--- src/hw/fes_pkg.sv ---
// Constants for the floating-point exception status block.
// Assumes a 32-bit plain register port and a five-flag exception vector.
package fes_pkg;
   // Exception vector width and bit order, most to least significant
   localparam int EXC_W = 5;
   localparam int BIT_NV = 4;
   localparam int BIT_OF = 3;
   localparam int BIT_UF = 2;
   localparam int BIT_DZ = 1;
   localparam int BIT_NX = 0;
   localparam logic [4:0] EXC_NONE = 5'h00;
   localparam logic [4:0] EXC_ALL = 5'h1F;
   localparam logic [4:0] EXC_NX_ONLY = 5'h01;
   ////////////////////////////////////////////////////////////////////////////////
   // Status word field positions
   localparam int CEXC_LSB = 0;
   localparam int AEXC_LSB = 5;
   localparam int QNE_BIT = 13;
   localparam int FTT_LSB = 14;
   localparam int TMASK_LSB = 23;
   localparam int FTT_W = 3;
   ////////////////////////////////////////////////////////////////////////////////
   // Trap type codes
   localparam logic [2:0] FTT_NONE = 3'h0;
   localparam logic [2:0] FTT_IEEE = 3'h1;
   localparam logic [2:0] FTT_UNFIN = 3'h2;
   localparam logic [2:0] FTT_SEQ = 3'h4;
   ////////////////////////////////////////////////////////////////////////////////
   // Register port map
   localparam int ADDR_W = 4;
   localparam int DATA_W = 32;
   localparam logic [3:0] ADDR_STATUS = 4'h0;
   localparam logic [3:0] ADDR_QADDR = 4'h4;
   localparam logic [3:0] ADDR_QINSTR = 4'h8;
   localparam logic [31:0] WORD_ZERO = 32'h0000_0000;
   localparam logic [4:0] TMASK_RST = 5'h00;
   localparam logic [4:0] AEXC_RST = 5'h00;
   localparam logic [4:0] CEXC_RST = 5'h00;
endpackage : fes_pkg

--- src/hw/fes_classify.sv ---
// Classifies one completed operation into the five exception flags.
// Assumes the datapath reports exact-result indicators in the completion cycle.
module fes_classify (
   // Result indicators
   input wire logic i_improper,
   input wire logic i_ovf,
   input wire logic i_tiny,
   input wire logic i_exact_zero,
   input wire logic i_inexact,
   input wire logic i_round_min_norm,
   input wire logic i_is_div,
   input wire logic i_divisor_zero,
   input wire logic i_dividend_finite_nz,
   // Underflow trap mask
   input wire logic i_uf_mask,
   // Flags out
   output logic [4:0] o_exc
);
   logic uf_raw;
   logic uf;

   // Never underflow on an exact zero result
   assign uf_raw = i_tiny & ~i_exact_zero; // RL3
   // Masked trap: any tiny result; else tiny and inexact or rounded to min normal
   assign uf = uf_raw & (i_uf_mask | i_inexact | i_round_min_norm); // RL4 RL5 RL7

   always_comb begin
      o_exc = fes_pkg::EXC_NONE;
      o_exc[fes_pkg::BIT_NV] = i_improper; // RL1 RL21
      o_exc[fes_pkg::BIT_OF] = i_ovf; // RL2
      o_exc[fes_pkg::BIT_UF] = uf;
      o_exc[fes_pkg::BIT_DZ] = i_is_div & i_divisor_zero & i_dividend_finite_nz; // RL8
      o_exc[fes_pkg::BIT_NX] = i_inexact | (uf & ~i_uf_mask); // RL9 RL6
   end
endmodule : fes_classify

--- src/hw/fes_status.sv ---
// Floating-point exception status, trap decision and deferred-trap queue.
// Assumes the datapath issues and completes operations in order on i_clk.
//
// How it works
// RL1: Invalid flag set for improper operands such as 0/0, else clear.
// RL2: Overflow flag set when rounded result exceeds largest normal.
// RL3: No underflow flag or trap when exact unrounded result is zero.
// RL4: Mask clear: tiny and inexact sets current and accrued underflow.
// RL5: Mask clear: tiny rounding to exactly min normal also sets underflow.
// RL6: Underflow with mask clear also sets current and accrued inexact.
// RL7: Mask set: any tiny nonzero result raises an IEEE trap.
// RL8: Divide-by-zero only for nonzero finite dividend over zero.
// RL9: Inexact flag set when rounded result differs from exact result.
// RL10: Inexact mask, current and accrued bits are always conformant.
// RL11: Nonconformant bits become state bits; their exception raises unfinished trap.
// RL12: State bits read back exactly what the status load wrote.
// RL13: Concurrent execution requires the deferred-trap queue to be present.
// RL14: Synchronous execution may omit the deferred-trap queue.
// RL15: Store-double-queue read port returns queue entries.
// RL16: Each entry keeps instruction word and address to recover operation.
// RL17: No queue: queue-not-empty reads 0, queue read traps type 4.
// RL18: Mask AND current nonzero traps, else current ORs into accrued.
// RL19: Current field is bits 4..0, cleared where no exception occurred.
// RL20: Accrued field is bits 9..5, accumulating masked exceptions.
// RL21: Field bit order is invalid, overflow, underflow, divide, inexact.
module fes_status #(
   parameter bit QUEUE_EN = 1'b1,
   parameter int QDEPTH = 4,
   parameter logic [4:0] CONFORM_MASK = 5'h1F
) (
   // Clock and reset
   input wire logic i_clk,
   input wire logic i_rst,
   // Register port
   input wire logic [3:0] i_addr,
   input wire logic [31:0] i_wdata,
   input wire logic i_wr,
   input wire logic i_rd,
   output logic [31:0] o_rdata,
   // Issue side
   input wire logic i_issue,
   input wire logic [31:0] i_issue_instr,
   input wire logic [31:0] i_issue_addr,
   output logic o_issue_ready,
   // Completion side
   input wire logic i_cmpl,
   input wire logic i_improper,
   input wire logic i_ovf,
   input wire logic i_tiny,
   input wire logic i_exact_zero,
   input wire logic i_inexact,
   input wire logic i_round_min_norm,
   input wire logic i_is_div,
   input wire logic i_divisor_zero,
   input wire logic i_dividend_finite_nz,
   // Trap side
   output logic o_fp_trap,
   output logic [2:0] o_trap_type,
   output logic o_qne
);
   localparam int PTR_W = (QDEPTH > 1) ? $clog2(QDEPTH) : 1;
   localparam logic [PTR_W:0] CNT_MAX = (PTR_W + 1)'(QDEPTH);
   localparam logic [PTR_W:0] CNT_ZERO = '0;
   localparam logic [PTR_W:0] CNT_ONE = (PTR_W + 1)'(1);
   localparam logic [PTR_W-1:0] PTR_ONE = PTR_W'(1);

   // Elaboration checks
   generate
      if (QDEPTH < 2 || (QDEPTH & (QDEPTH - 1)) != 0) begin : g_bad_depth
         $error("QDEPTH must be a power of two of at least 2");
      end
      if (!CONFORM_MASK[fes_pkg::BIT_NX]) begin : g_bad_conform
         $error("Inexact bits must be conformant"); // RL10
      end
   endgenerate

   ////////////////////////////////////////////////////////////////////////////////
   // Status fields
   logic [4:0] tmask_ff;
   logic [4:0] aexc_ff;
   logic [4:0] cexc_ff;
   logic [2:0] ftt_ff;
   logic trap_hold_ff;
   logic trap_ff;
   logic [31:0] rdata_ff;

   // Queue storage
   logic [31:0] q_instr_ff [QDEPTH];
   logic [31:0] q_addr_ff [QDEPTH];
   logic [PTR_W-1:0] wr_ptr_ff;
   logic [PTR_W-1:0] rd_ptr_ff;
   logic [PTR_W:0] count_ff;

   logic [4:0] exc;
   logic [4:0] trap_en;
   logic [4:0] nonconf;
   logic cmpl_take;
   logic unfin;
   logic ieee;
   logic clean;
   logic q_read;
   logic seq_err;
   logic any_trap;
   logic wr_status;
   logic push;
   logic pop;
   logic q_empty;

   // Highest-priority set bit, one-hot
   function automatic logic [4:0] first_bit(input logic [4:0] v);
      logic [4:0] r;
      r = fes_pkg::EXC_NONE;
      for (int i = fes_pkg::EXC_W - 1; i >= 0; i--) begin
         if (v[i] && r == fes_pkg::EXC_NONE) begin
            r[i] = 1'b1;
         end
      end
      return r;
   endfunction : first_bit

   // Status word assembly
   function automatic logic [31:0] status_word(input logic [4:0] tmask, input logic [2:0] ftt,
                                               input logic qne, input logic [4:0] aexc,
                                               input logic [4:0] cexc);
      logic [31:0] w;
      w = fes_pkg::WORD_ZERO;
      w[fes_pkg::TMASK_LSB +: fes_pkg::EXC_W] = tmask;
      w[fes_pkg::FTT_LSB +: fes_pkg::FTT_W] = ftt;
      w[fes_pkg::QNE_BIT] = qne;
      w[fes_pkg::AEXC_LSB +: fes_pkg::EXC_W] = aexc; // RL20
      w[fes_pkg::CEXC_LSB +: fes_pkg::EXC_W] = cexc; // RL19
      return w;
   endfunction : status_word

   ////////////////////////////////////////////////////////////////////////////////
   // Classification
   fes_classify u_classify (
      .i_improper(i_improper),
      .i_ovf(i_ovf),
      .i_tiny(i_tiny),
      .i_exact_zero(i_exact_zero),
      .i_inexact(i_inexact),
      .i_round_min_norm(i_round_min_norm),
      .i_is_div(i_is_div),
      .i_divisor_zero(i_divisor_zero),
      .i_dividend_finite_nz(i_dividend_finite_nz),
      .i_uf_mask(tmask_ff[fes_pkg::BIT_UF]),
      .o_exc(exc)
   );

   ////////////////////////////////////////////////////////////////////////////////
   // Trap decision
   assign q_empty = (count_ff == CNT_ZERO);
   assign trap_en = tmask_ff & exc; // RL18
   assign nonconf = exc & ~CONFORM_MASK; // RL11
   assign cmpl_take = i_cmpl & ~trap_hold_ff;
   assign unfin = cmpl_take & (|nonconf); // RL11
   assign ieee = cmpl_take & ~(|nonconf) & (|trap_en); // RL18 RL7
   assign clean = cmpl_take & ~unfin & ~ieee;
   assign q_read = i_rd & (i_addr == fes_pkg::ADDR_QADDR); // RL15
   assign seq_err = q_read & (!QUEUE_EN || q_empty); // RL17
   assign any_trap = unfin | ieee | seq_err;
   assign wr_status = i_wr & (i_addr == fes_pkg::ADDR_STATUS);

   // Trap mask, written by status load only
   always_ff @(posedge i_clk) begin
      if (i_rst) begin
         tmask_ff <= fes_pkg::TMASK_RST;
      end else if (wr_status) begin
         tmask_ff <= i_wdata[fes_pkg::TMASK_LSB +: fes_pkg::EXC_W]; // RL12
      end
   end

   // Current field: hardware events win over a same-cycle load
   always_ff @(posedge i_clk) begin
      if (i_rst) begin
         cexc_ff <= fes_pkg::CEXC_RST;
      end else if (clean) begin
         cexc_ff <= exc; // RL19
      end else if (ieee) begin
         cexc_ff <= first_bit(trap_en); // RL18
      end else if (wr_status && !unfin) begin
         cexc_ff <= i_wdata[fes_pkg::CEXC_LSB +: fes_pkg::EXC_W]; // RL12
      end
   end

   // Accrued field
   always_ff @(posedge i_clk) begin
      if (i_rst) begin
         aexc_ff <= fes_pkg::AEXC_RST;
      end else if (clean) begin
         aexc_ff <= (wr_status ? i_wdata[fes_pkg::AEXC_LSB +: fes_pkg::EXC_W] : aexc_ff)
                    | exc; // RL18 RL20
      end else if (wr_status && !ieee && !unfin) begin
         aexc_ff <= i_wdata[fes_pkg::AEXC_LSB +: fes_pkg::EXC_W]; // RL12
      end
   end

   // Trap type, untouched by status load
   always_ff @(posedge i_clk) begin
      if (i_rst) begin
         ftt_ff <= fes_pkg::FTT_NONE;
      end else if (seq_err) begin
         ftt_ff <= fes_pkg::FTT_SEQ; // RL17
      end else if (unfin) begin
         ftt_ff <= fes_pkg::FTT_UNFIN; // RL11
      end else if (ieee) begin
         ftt_ff <= fes_pkg::FTT_IEEE; // RL18
      end else if (clean) begin
         ftt_ff <= fes_pkg::FTT_NONE;
      end
   end

   // Trap pulse and hold until software reloads status
   always_ff @(posedge i_clk) begin
      if (i_rst) begin
         trap_ff <= 1'b0;
         trap_hold_ff <= 1'b0;
      end else begin
         trap_ff <= any_trap;
         if (any_trap) begin
            trap_hold_ff <= 1'b1;
         end else if (wr_status) begin
            trap_hold_ff <= 1'b0;
         end
      end
   end

   ////////////////////////////////////////////////////////////////////////////////
   // Deferred-trap queue
   assign push = QUEUE_EN & i_issue & o_issue_ready; // RL13 RL16
   assign pop = QUEUE_EN & ~q_empty & (clean | (q_read & trap_hold_ff)); // RL15

   always_ff @(posedge i_clk) begin
      if (push) begin
         q_instr_ff[wr_ptr_ff] <= i_issue_instr; // RL16
         q_addr_ff[wr_ptr_ff] <= i_issue_addr;
      end
   end

   always_ff @(posedge i_clk) begin
      if (i_rst) begin
         wr_ptr_ff <= '0;
         rd_ptr_ff <= '0;
         count_ff <= CNT_ZERO;
      end else begin
         if (push) begin
            wr_ptr_ff <= wr_ptr_ff + PTR_ONE;
         end
         if (pop) begin
            rd_ptr_ff <= rd_ptr_ff + PTR_ONE;
         end
         if (push && !pop) begin
            count_ff <= count_ff + CNT_ONE;
         end else if (pop && !push) begin
            count_ff <= count_ff - CNT_ONE;
         end
      end
   end

   // Without a queue, issue is gated by the trap hold only
   assign o_issue_ready = ~trap_hold_ff & (!QUEUE_EN || count_ff < CNT_MAX); // RL14
   assign o_qne = QUEUE_EN & ~q_empty; // RL17

   ////////////////////////////////////////////////////////////////////////////////
   // Read data, one cycle after the strobe
   always_ff @(posedge i_clk) begin
      if (i_rst) begin
         rdata_ff <= fes_pkg::WORD_ZERO;
      end else if (i_rd) begin
         unique case (i_addr)
            fes_pkg::ADDR_STATUS: begin
               rdata_ff <= status_word(tmask_ff, ftt_ff, o_qne, aexc_ff, cexc_ff);
            end
            fes_pkg::ADDR_QADDR: begin
               rdata_ff <= seq_err ? fes_pkg::WORD_ZERO : q_addr_ff[rd_ptr_ff]; // RL15
            end
            fes_pkg::ADDR_QINSTR: begin
               rdata_ff <= (QUEUE_EN && !q_empty) ? q_instr_ff[rd_ptr_ff]
                                                  : fes_pkg::WORD_ZERO;
            end
            default: begin
               rdata_ff <= fes_pkg::WORD_ZERO;
            end
         endcase
      end else begin
         rdata_ff <= fes_pkg::WORD_ZERO;
      end
   end

   assign o_rdata = rdata_ff;
   assign o_fp_trap = trap_ff;
   assign o_trap_type = ftt_ff;
endmodule : fes_status
--- config.mk ---
export PLATFORM = sky130hd
export DESIGN_NAME = fes_status
export DESIGN_NICKNAME = d
export VERILOG_FILES = /design/src/hw/fes_pkg.sv /design/src/hw/fes_classify.sv /design/src/hw/fes_status.sv
export SDC_FILE = /design/constraint.sdc
export NUM_CORES = 1
export LEC_CHECK = 0
export ABC_AREA = 1
export BUFFER_PORTS_ARGS = -buffer_cell sky130_fd_sc_hd__buf_2
export CAP_MARGIN = 20
export CORE_UTILIZATION = 52
export DETAILED_ROUTE_END_ITERATION = 12
export PLACE_DENSITY = 0.84
export SETUP_SLACK_MARGIN = 0.2
export SLEW_MARGIN = 20
export SYNTH_ARGS = -nofsm -noshare
export SYNTH_HDL_FRONTEND = slang
export SYNTH_HIERARCHICAL = 1
export SYNTH_SLANG_ARGS = --single-unit
--- constraint.sdc ---
create_clock -name i_clk -period 4.2 [get_ports i_clk]
set_input_delay 0.63 -clock i_clk [delete_from_list [all_inputs] [get_ports i_clk]]
set_output_delay 0.63 -clock i_clk [all_outputs]
set_load 0.01 [all_outputs]
# Word-level counts from Yosys, hierarchy flattened
# Memory sizes are Yosys's and may differ from the RTL's. A register that Yosys moved wholly into a read port is not among the register bits.
# Cells that the tools add are included.
[op_classes]
div = 0
shifts = 0
n_lt_le_gt_ge = 1
muxes = 39
n_reduce_logical = 24
multipliers = 0
add_sub_neg = 4
eq_ne = 2
n_bitwise = 29
[op_table]
columns = ["op", "count"]
rows = [
  ["one-hot mux 32 bit (3 select lines)", 1],
  ["two-way mux 32 bit", 2],
  ["two-way mux 5 bit", 6],
  ["two-way mux 1 bit", 21],
  ["AND 1 bit", 15],
  ["two-way mux 3 bit", 5],
  ["zero test 4 bit", 2],
  ["two-way mux 2 bit", 4],
  ["nonzero test 2 bit", 4],
  ["logical AND 1 bit", 7],
  ["NOT 1 bit", 7],
  ["zero test 3 bit", 2],
  ["nonzero test 3 bit", 2],
  ["AND 5 bit", 1],
  ["OR 1 bit", 5],
  ["OR 5 bit", 1],
  ["OR reduction 5 bit", 1],
  ["adder 2 x 1 -> 2 bit (second input constant)", 2],
  ["equality test 4 x 3 -> 1 bit (second input constant)", 1],
  ["equality test 4 bit (second input constant)", 1],
  ["OR reduction 2 bit", 2],
  ["adder 3 x 1 -> 3 bit (second input constant)", 1],
  ["zero test 1 bit", 3],
  ["< comparator 3 bit (second input constant)", 1],
  ["other kinds (2)", 2],
]
[totals]
input_bits = 115
output_inout_bits = 38
memories = 2
elab_cells = 112
ram_bits = 256
rom_bits = 0
latch_bits = 0
reg_bits = 58
[memory_table]
columns = ["memory", "depth", "word_bits", "rd", "rd_ports_with_merged_regs", "write_ports", "line_no", "text"]
rows = [
  ["q_addr_ff", 4, 32, 1, 1, 1, "fes_status.sv:89", "logic [31:0] q_addr_ff [QDEPTH];"],
  ["q_instr_ff", 4, 32, 1, 1, 1, "fes_status.sv:88", "logic [31:0] q_instr_ff [QDEPTH];"],
]

# Logic depth before layout (Yosys ltp)
[logic_depth]
depth_word = 35
ltp_mapped = 17

# Cells and area by module
# The synthesis kept the hierarchy.
[by_module_without_submodules]
columns = ["mod", "n_inst", "cells_each", "area_each_um2"]
rows = [
  ["fes_status", 1, 1038, 12180.4],
  ["fes_classify", 1, 13, 66.3],
]

# Worst setup path before layout
# Ideal clock, no wire load.
[synth_path]
path_kind = "input to register"
start = "input port i_issue"
end = "memory q_addr_ff[0][0], enable pin"
arrival_ns = 3.483
required_time_ns = 3.713
stages = 2
n_path_buf = 0
slack_ns = 0.231
path_cell_list = "nand2_1 -> nor2_1"
[synth_via]
elab_chain_len = 3
[synth_rtl]
columns = ["item", "line_no", "text"]
rows = [
  ["start: declaration", "fes_status.sv:41", "input wire logic i_issue,"],
  ["AND 1 bit", "fes_status.sv:231", "assign push = QUEUE_EN & i_issue & o_issue_ready;"],
  ["two-way mux 1 bit", "fes_status.sv:235", "if (push) begin"],
  ["two-way mux 1 bit (implied by the code)", "fes_status.sv:237", "q_addr_ff[wr_ptr_ff] <= i_issue_addr;"],
  ["end: declaration", "fes_status.sv:89", ""],
]
# Every way passes these cells.

# Worst setup path after layout
[layout_path]
start = "register tmask_ff[2]"
end = "register count_ff[2]"
[layout_via]
elab_chain_len = 15
word_cells_on_any_way = 18
[layout_rtl]
columns = ["item", "line_no", "text"]
rows = [
  ["start: declaration", "fes_status.sv:79", "logic [4:0] tmask_ff;"],
  ["start signal: assignment", "fes_status.sv:168", "tmask_ff <= fes_pkg::TMASK_RST;"],
  ["start signal: assignment", "fes_status.sv:170", "tmask_ff <= i_wdata[fes_pkg::TMASK_LSB +: fes_pkg::EXC_W];"],
  ["OR 1 bit * (2 in series)", "fes_classify.sv:25", "assign uf = uf_raw & (i_uf_mask | i_inexact | i_round_min_norm);"],
  ["AND 1 bit *", "fes_classify.sv:25", ""],
  ["net exc[2]", "fes_status.sv:94", "logic [4:0] exc;"],
  ["AND 1 bit", "fes_classify.sv:33", "o_exc[fes_pkg::BIT_NX] = i_inexact | (uf & ~i_uf_mask);"],
  ["OR 1 bit", "fes_classify.sv:33", ""],
  ["AND 5 bit *", "fes_status.sv:154", "assign trap_en = tmask_ff & exc;"],
  ["OR reduction 5 bit *", "fes_status.sv:158", "assign ieee = cmpl_take & ~(|nonconf) & (|trap_en);"],
  ["AND 1 bit *", "fes_status.sv:158", ""],
  ["NOT 1 bit *", "fes_status.sv:159", "assign clean = cmpl_take & ~unfin & ~ieee;"],
  ["AND 1 bit *", "fes_status.sv:159", ""],
  ["OR 1 bit *", "fes_status.sv:232", "assign pop = QUEUE_EN & ~q_empty & (clean | (q_read & trap_hold_ff));"],
  ["AND 1 bit *", "fes_status.sv:232", ""],
  ["zero test 1 bit", "fes_status.sv:253", "if (push && !pop) begin"],
  ["logical AND 1 bit", "fes_status.sv:253", ""],
  ["two-way mux 3 bit / nonzero test 2 bit (equally long branches)", "--", ""],
  ["end signal: assignment", "fes_status.sv:254", "count_ff <= count_ff + CNT_ONE;"],
  ["end signal: assignment", "fes_status.sv:256", "count_ff <= count_ff - CNT_ONE;"],
  ["end: declaration", "fes_status.sv:92", "logic [PTR_W:0] count_ff;"],
]
# Mark *: on every way through the listed nets, which the timed path passes. The rest lies on a longest branch.
# A chain may end at the register's enable or synchronous reset.

==> impl_metrics.json <==
{
  "syn_to_final_growth_pct": 16.9,
  "critPathMaxStageDelay_ps": 420,
  "syn-num-nets": 1172,
  "h-tree-depth": 2,
  "cts.sinks": 316,
  "crit_path_start": "tmask_ff[2]",
  "met1_usage_pct": 29.0,
  "clkTransAtPathRegs_ps": 60,
  "synthXorXnorAreaFrac_pct": 0.0715,
  "reg2reg_from": "tmask_ff[2]",
  "grt-busiest-layer": "met2",
  "hold_path_end": "q_addr_ff[0][10]",
  "portBuffers": 134,
  "grt_pass1_vias": 8002,
  "coreArea_mm2": 0.0228,
  "crit_slowest_cell": "dfxtp_1",
  "die_area_mm2": 0.0242,
  "track_usage_pct": 22.9,
  "fin_crit_ps": 2480,
  "finalSetupViolCount": 0,
  "critical_path_class": "register to register",
  "fin_nets": 1296,
  "cp_data_required_time_ps": 4590,
  "status": "finished clean",
  "place.gp.congestion": 0.868,
  "avgSynthCellArea_um2": 11.7,
  "final_common_cell": "edfxtp_1",
  "synth_cell_type_count": 31,
  "hold_path.class": "primary input to register",
  "syn-cell-area_mm2": 0.0122,
  "cts_root_buf": "clkbuf_16",
  "via_per_inst": 5.55,
  "tns_ps": 0,
  "drt-total-wl_mm": 27.6,
  "synthAdderAreaFrac_pct": 0.674,
  "period_share_pct": 59.0,
  "clk_latency_ps": 510,
  "drt_iter0_markers": 905,
  "cap_violations": 0,
  "place_ws_ps": 1360,
  "start_kind": "register",
  "post-cts-setup-buffers": 0,
  "crit_arrival_ps": 2870,
  "muxShareOfSynthArea_pct": 0,
  "p_per_area_mw_per_mm2": 569,
  "p_leak_nw": 5.47,
  "dr_total_vias": 8424,
  "hp-start": "i_issue_addr[10]",
  "tightest_slew_ps": 1030,
  "grt_max_degree": 117,
  "cp-end-kind": "register",
  "synth-compound-area-share_pct": 10.2,
  "crit_path_max_fanout": 5,
  "hold_ws_ps": 322,
  "clock_path_buffers": 3,
  "met3_usage_pct": 4.35,
  "ioPinCount": 153,
  "cts_tree": "built",
  "path_cells": "nor2_1, nand2_1, and2_1, nand2_1, nand3_1, nor2_1, nand2_1, o21ai_1, nand2_1, ha_1, inv_1, fa_1, a21oi_1, o21ai_0, o21ai_0, a21oi_1",
  "setup_ws_ps": 1720,
  "utilization_pct": 62.6,
  "wl_per_cell_um": 18.2,
  "cts-resized-gates": 0,
  "ys_ff_latch": 316,
  "clock_skew_ps": 14.5,
  "max-slew-margin-rel_pct": 31.5,
  "grt_pass1_wl_mm": 42.1,
  "dp_hpwl_mm": 16.0,
  "rsz0062_at_grt": "no",
  "cpLargestDelayFamily": "simple AND/OR/NAND/NOR gates",
  "synth_top_family_by_area": "simple AND/OR/NAND/NOR gates",
  "die_w_um": 155,
  "fmax_mhz": 404,
  "cp_num_buf_inv": 1,
  "drcViolationCount": 0,
  "ys_seq_area_share_pct": 72.6,
  "vdd_drop_max_v": 0.000358,
  "fp.dieH_um": 155,
  "layout_common_cells": "edfxtp_1 (256), nor2_1 (180), nand2_1 (158)",
  "numCtsBuffers": 34,
  "ant_nets": 0,
  "initial_core_util_pct": 53.6,
  "r2r_end": "count_ff[2]",
  "holdPathStages": 1,
  "worst-r2r-setup-slack_ps": 1720,
  "rows": 55,
  "yosys.area_share.simple_pct": 12.7,
  "grt_antenna_before_repair": 4,
  "r2r_cells": 16,
  "layout-drive-gt1-share_pct": 18.5,
  "crit_top_cell": "nand2_1",
  "met2_usage_pct": 38.6,
  "hold_viol": 0,
  "synth_warnings": 6,
  "holdBufCountCts": 0,
  "drv_slew": 0,
  "syn-instance-count": 1051,
  "dr.pass1.iters": 5,
  "grt-ovfl-total": 0
}
[logic make-up after synthesis]
kind of cell             after synthesis
AO/OA/AOI/OAI                        228
AND/OR/NAND/NOR                      390
flip-flops                           316
adder cells (fa/ha/maj)                6
XOR/XNOR                               1
other                                  1
buffers and inverters                109
[registers in the layout, indices dropped and copies added (netlist names), named ones only]
| signal | count |
|---|---|
| o_trap_type | 2 |
| q_instr_ff | 128 |
| q_addr_ff | 128 |
| cexc_ff | 5 |
| trap_hold_ff | 1 |
| aexc_ff | 5 |
| tmask_ff | 5 |
| o_fp_trap | 1 |
| wr_ptr_ff | 2 |
| count_ff | 3 |
| o_rdata | 32 |
| rd_ptr_ff | 2 |
[how the worst max path moves through the flow]
stage,cells past startpoint,slack [ps],to
floorplan,2,230,q_addr_ff[0][0]
global placement,12,1440,count_ff[1]
detailed placement,12,1360,count_ff[1]
CTS,8,1700,o_rdata[0]
global route,16,1500,count_ff[2]
finish,16,1720,count_ff[2]
[metal layers]
metal,up-vias,share of wire (%)
li1,3939,-
met2,427,49
met5,-,0.036
met1,3993,39
met3,63,8.7
met4,2,2.9
[per-stage QoR]
step / power [mW] / std cells / instance area (um^2)
4_1_cts: 8.17 / 1513 / 14300
3_3_place_gp: 5.22 / 1451 / 13200
3_5_place_dp: 5.29 / 1451 / 13200
2_1_floorplan: 4.84 / 1051 / 12200
6_report: 8.15 / 1518 / 14300
5_1_grt: 8.47 / 1515 / 14300
[area by class of cell]
cell class / count / area (um^2)
multi-input cells: 626 / 2930
fillers: 1750 / 8530
well taps: 313 / 392
clock buffers: 48 / 985
repair buffers: 145 / 782
clock inverters: 14 / 123
diodes: 4 / 10.0
inverters: 52 / 196
flip-flops and latches: 316 / 8890
[cells in the mapped netlist, drive strengths merged]
cell      n  share of area (%)
edfxtp  256                 63
nor2    191                6.1
nand2   158                4.8
o21ai   142                5.8
dfxtp    60                9.8
inv      51                1.6
o22ai    45                2.3
nand3    34                1.4
clkbuf   31               0.95
buf      26                1.2
a21oi    22               0.90
a22oi    14               0.86
ha        5               0.51
nor3      4               0.26
o21bai    4               0.25
a31oi     1              0.051
and2      1              0.051
and3      1              0.051
clkinv    1              0.031
conb      1              0.031
fa        1               0.16
nand4     1              0.051
xor2      1              0.072
[power breakdown]
| part | internal [mW] | switching [mW] |
|---|---|---|
| sequential | 3.73 | 0.102 |
| clock | 1.72 | 1.17 |
| combinational | 0.417 | 1.01 |
| total | 5.86 | 2.29 |
Power figures use the tool's default switching activity.
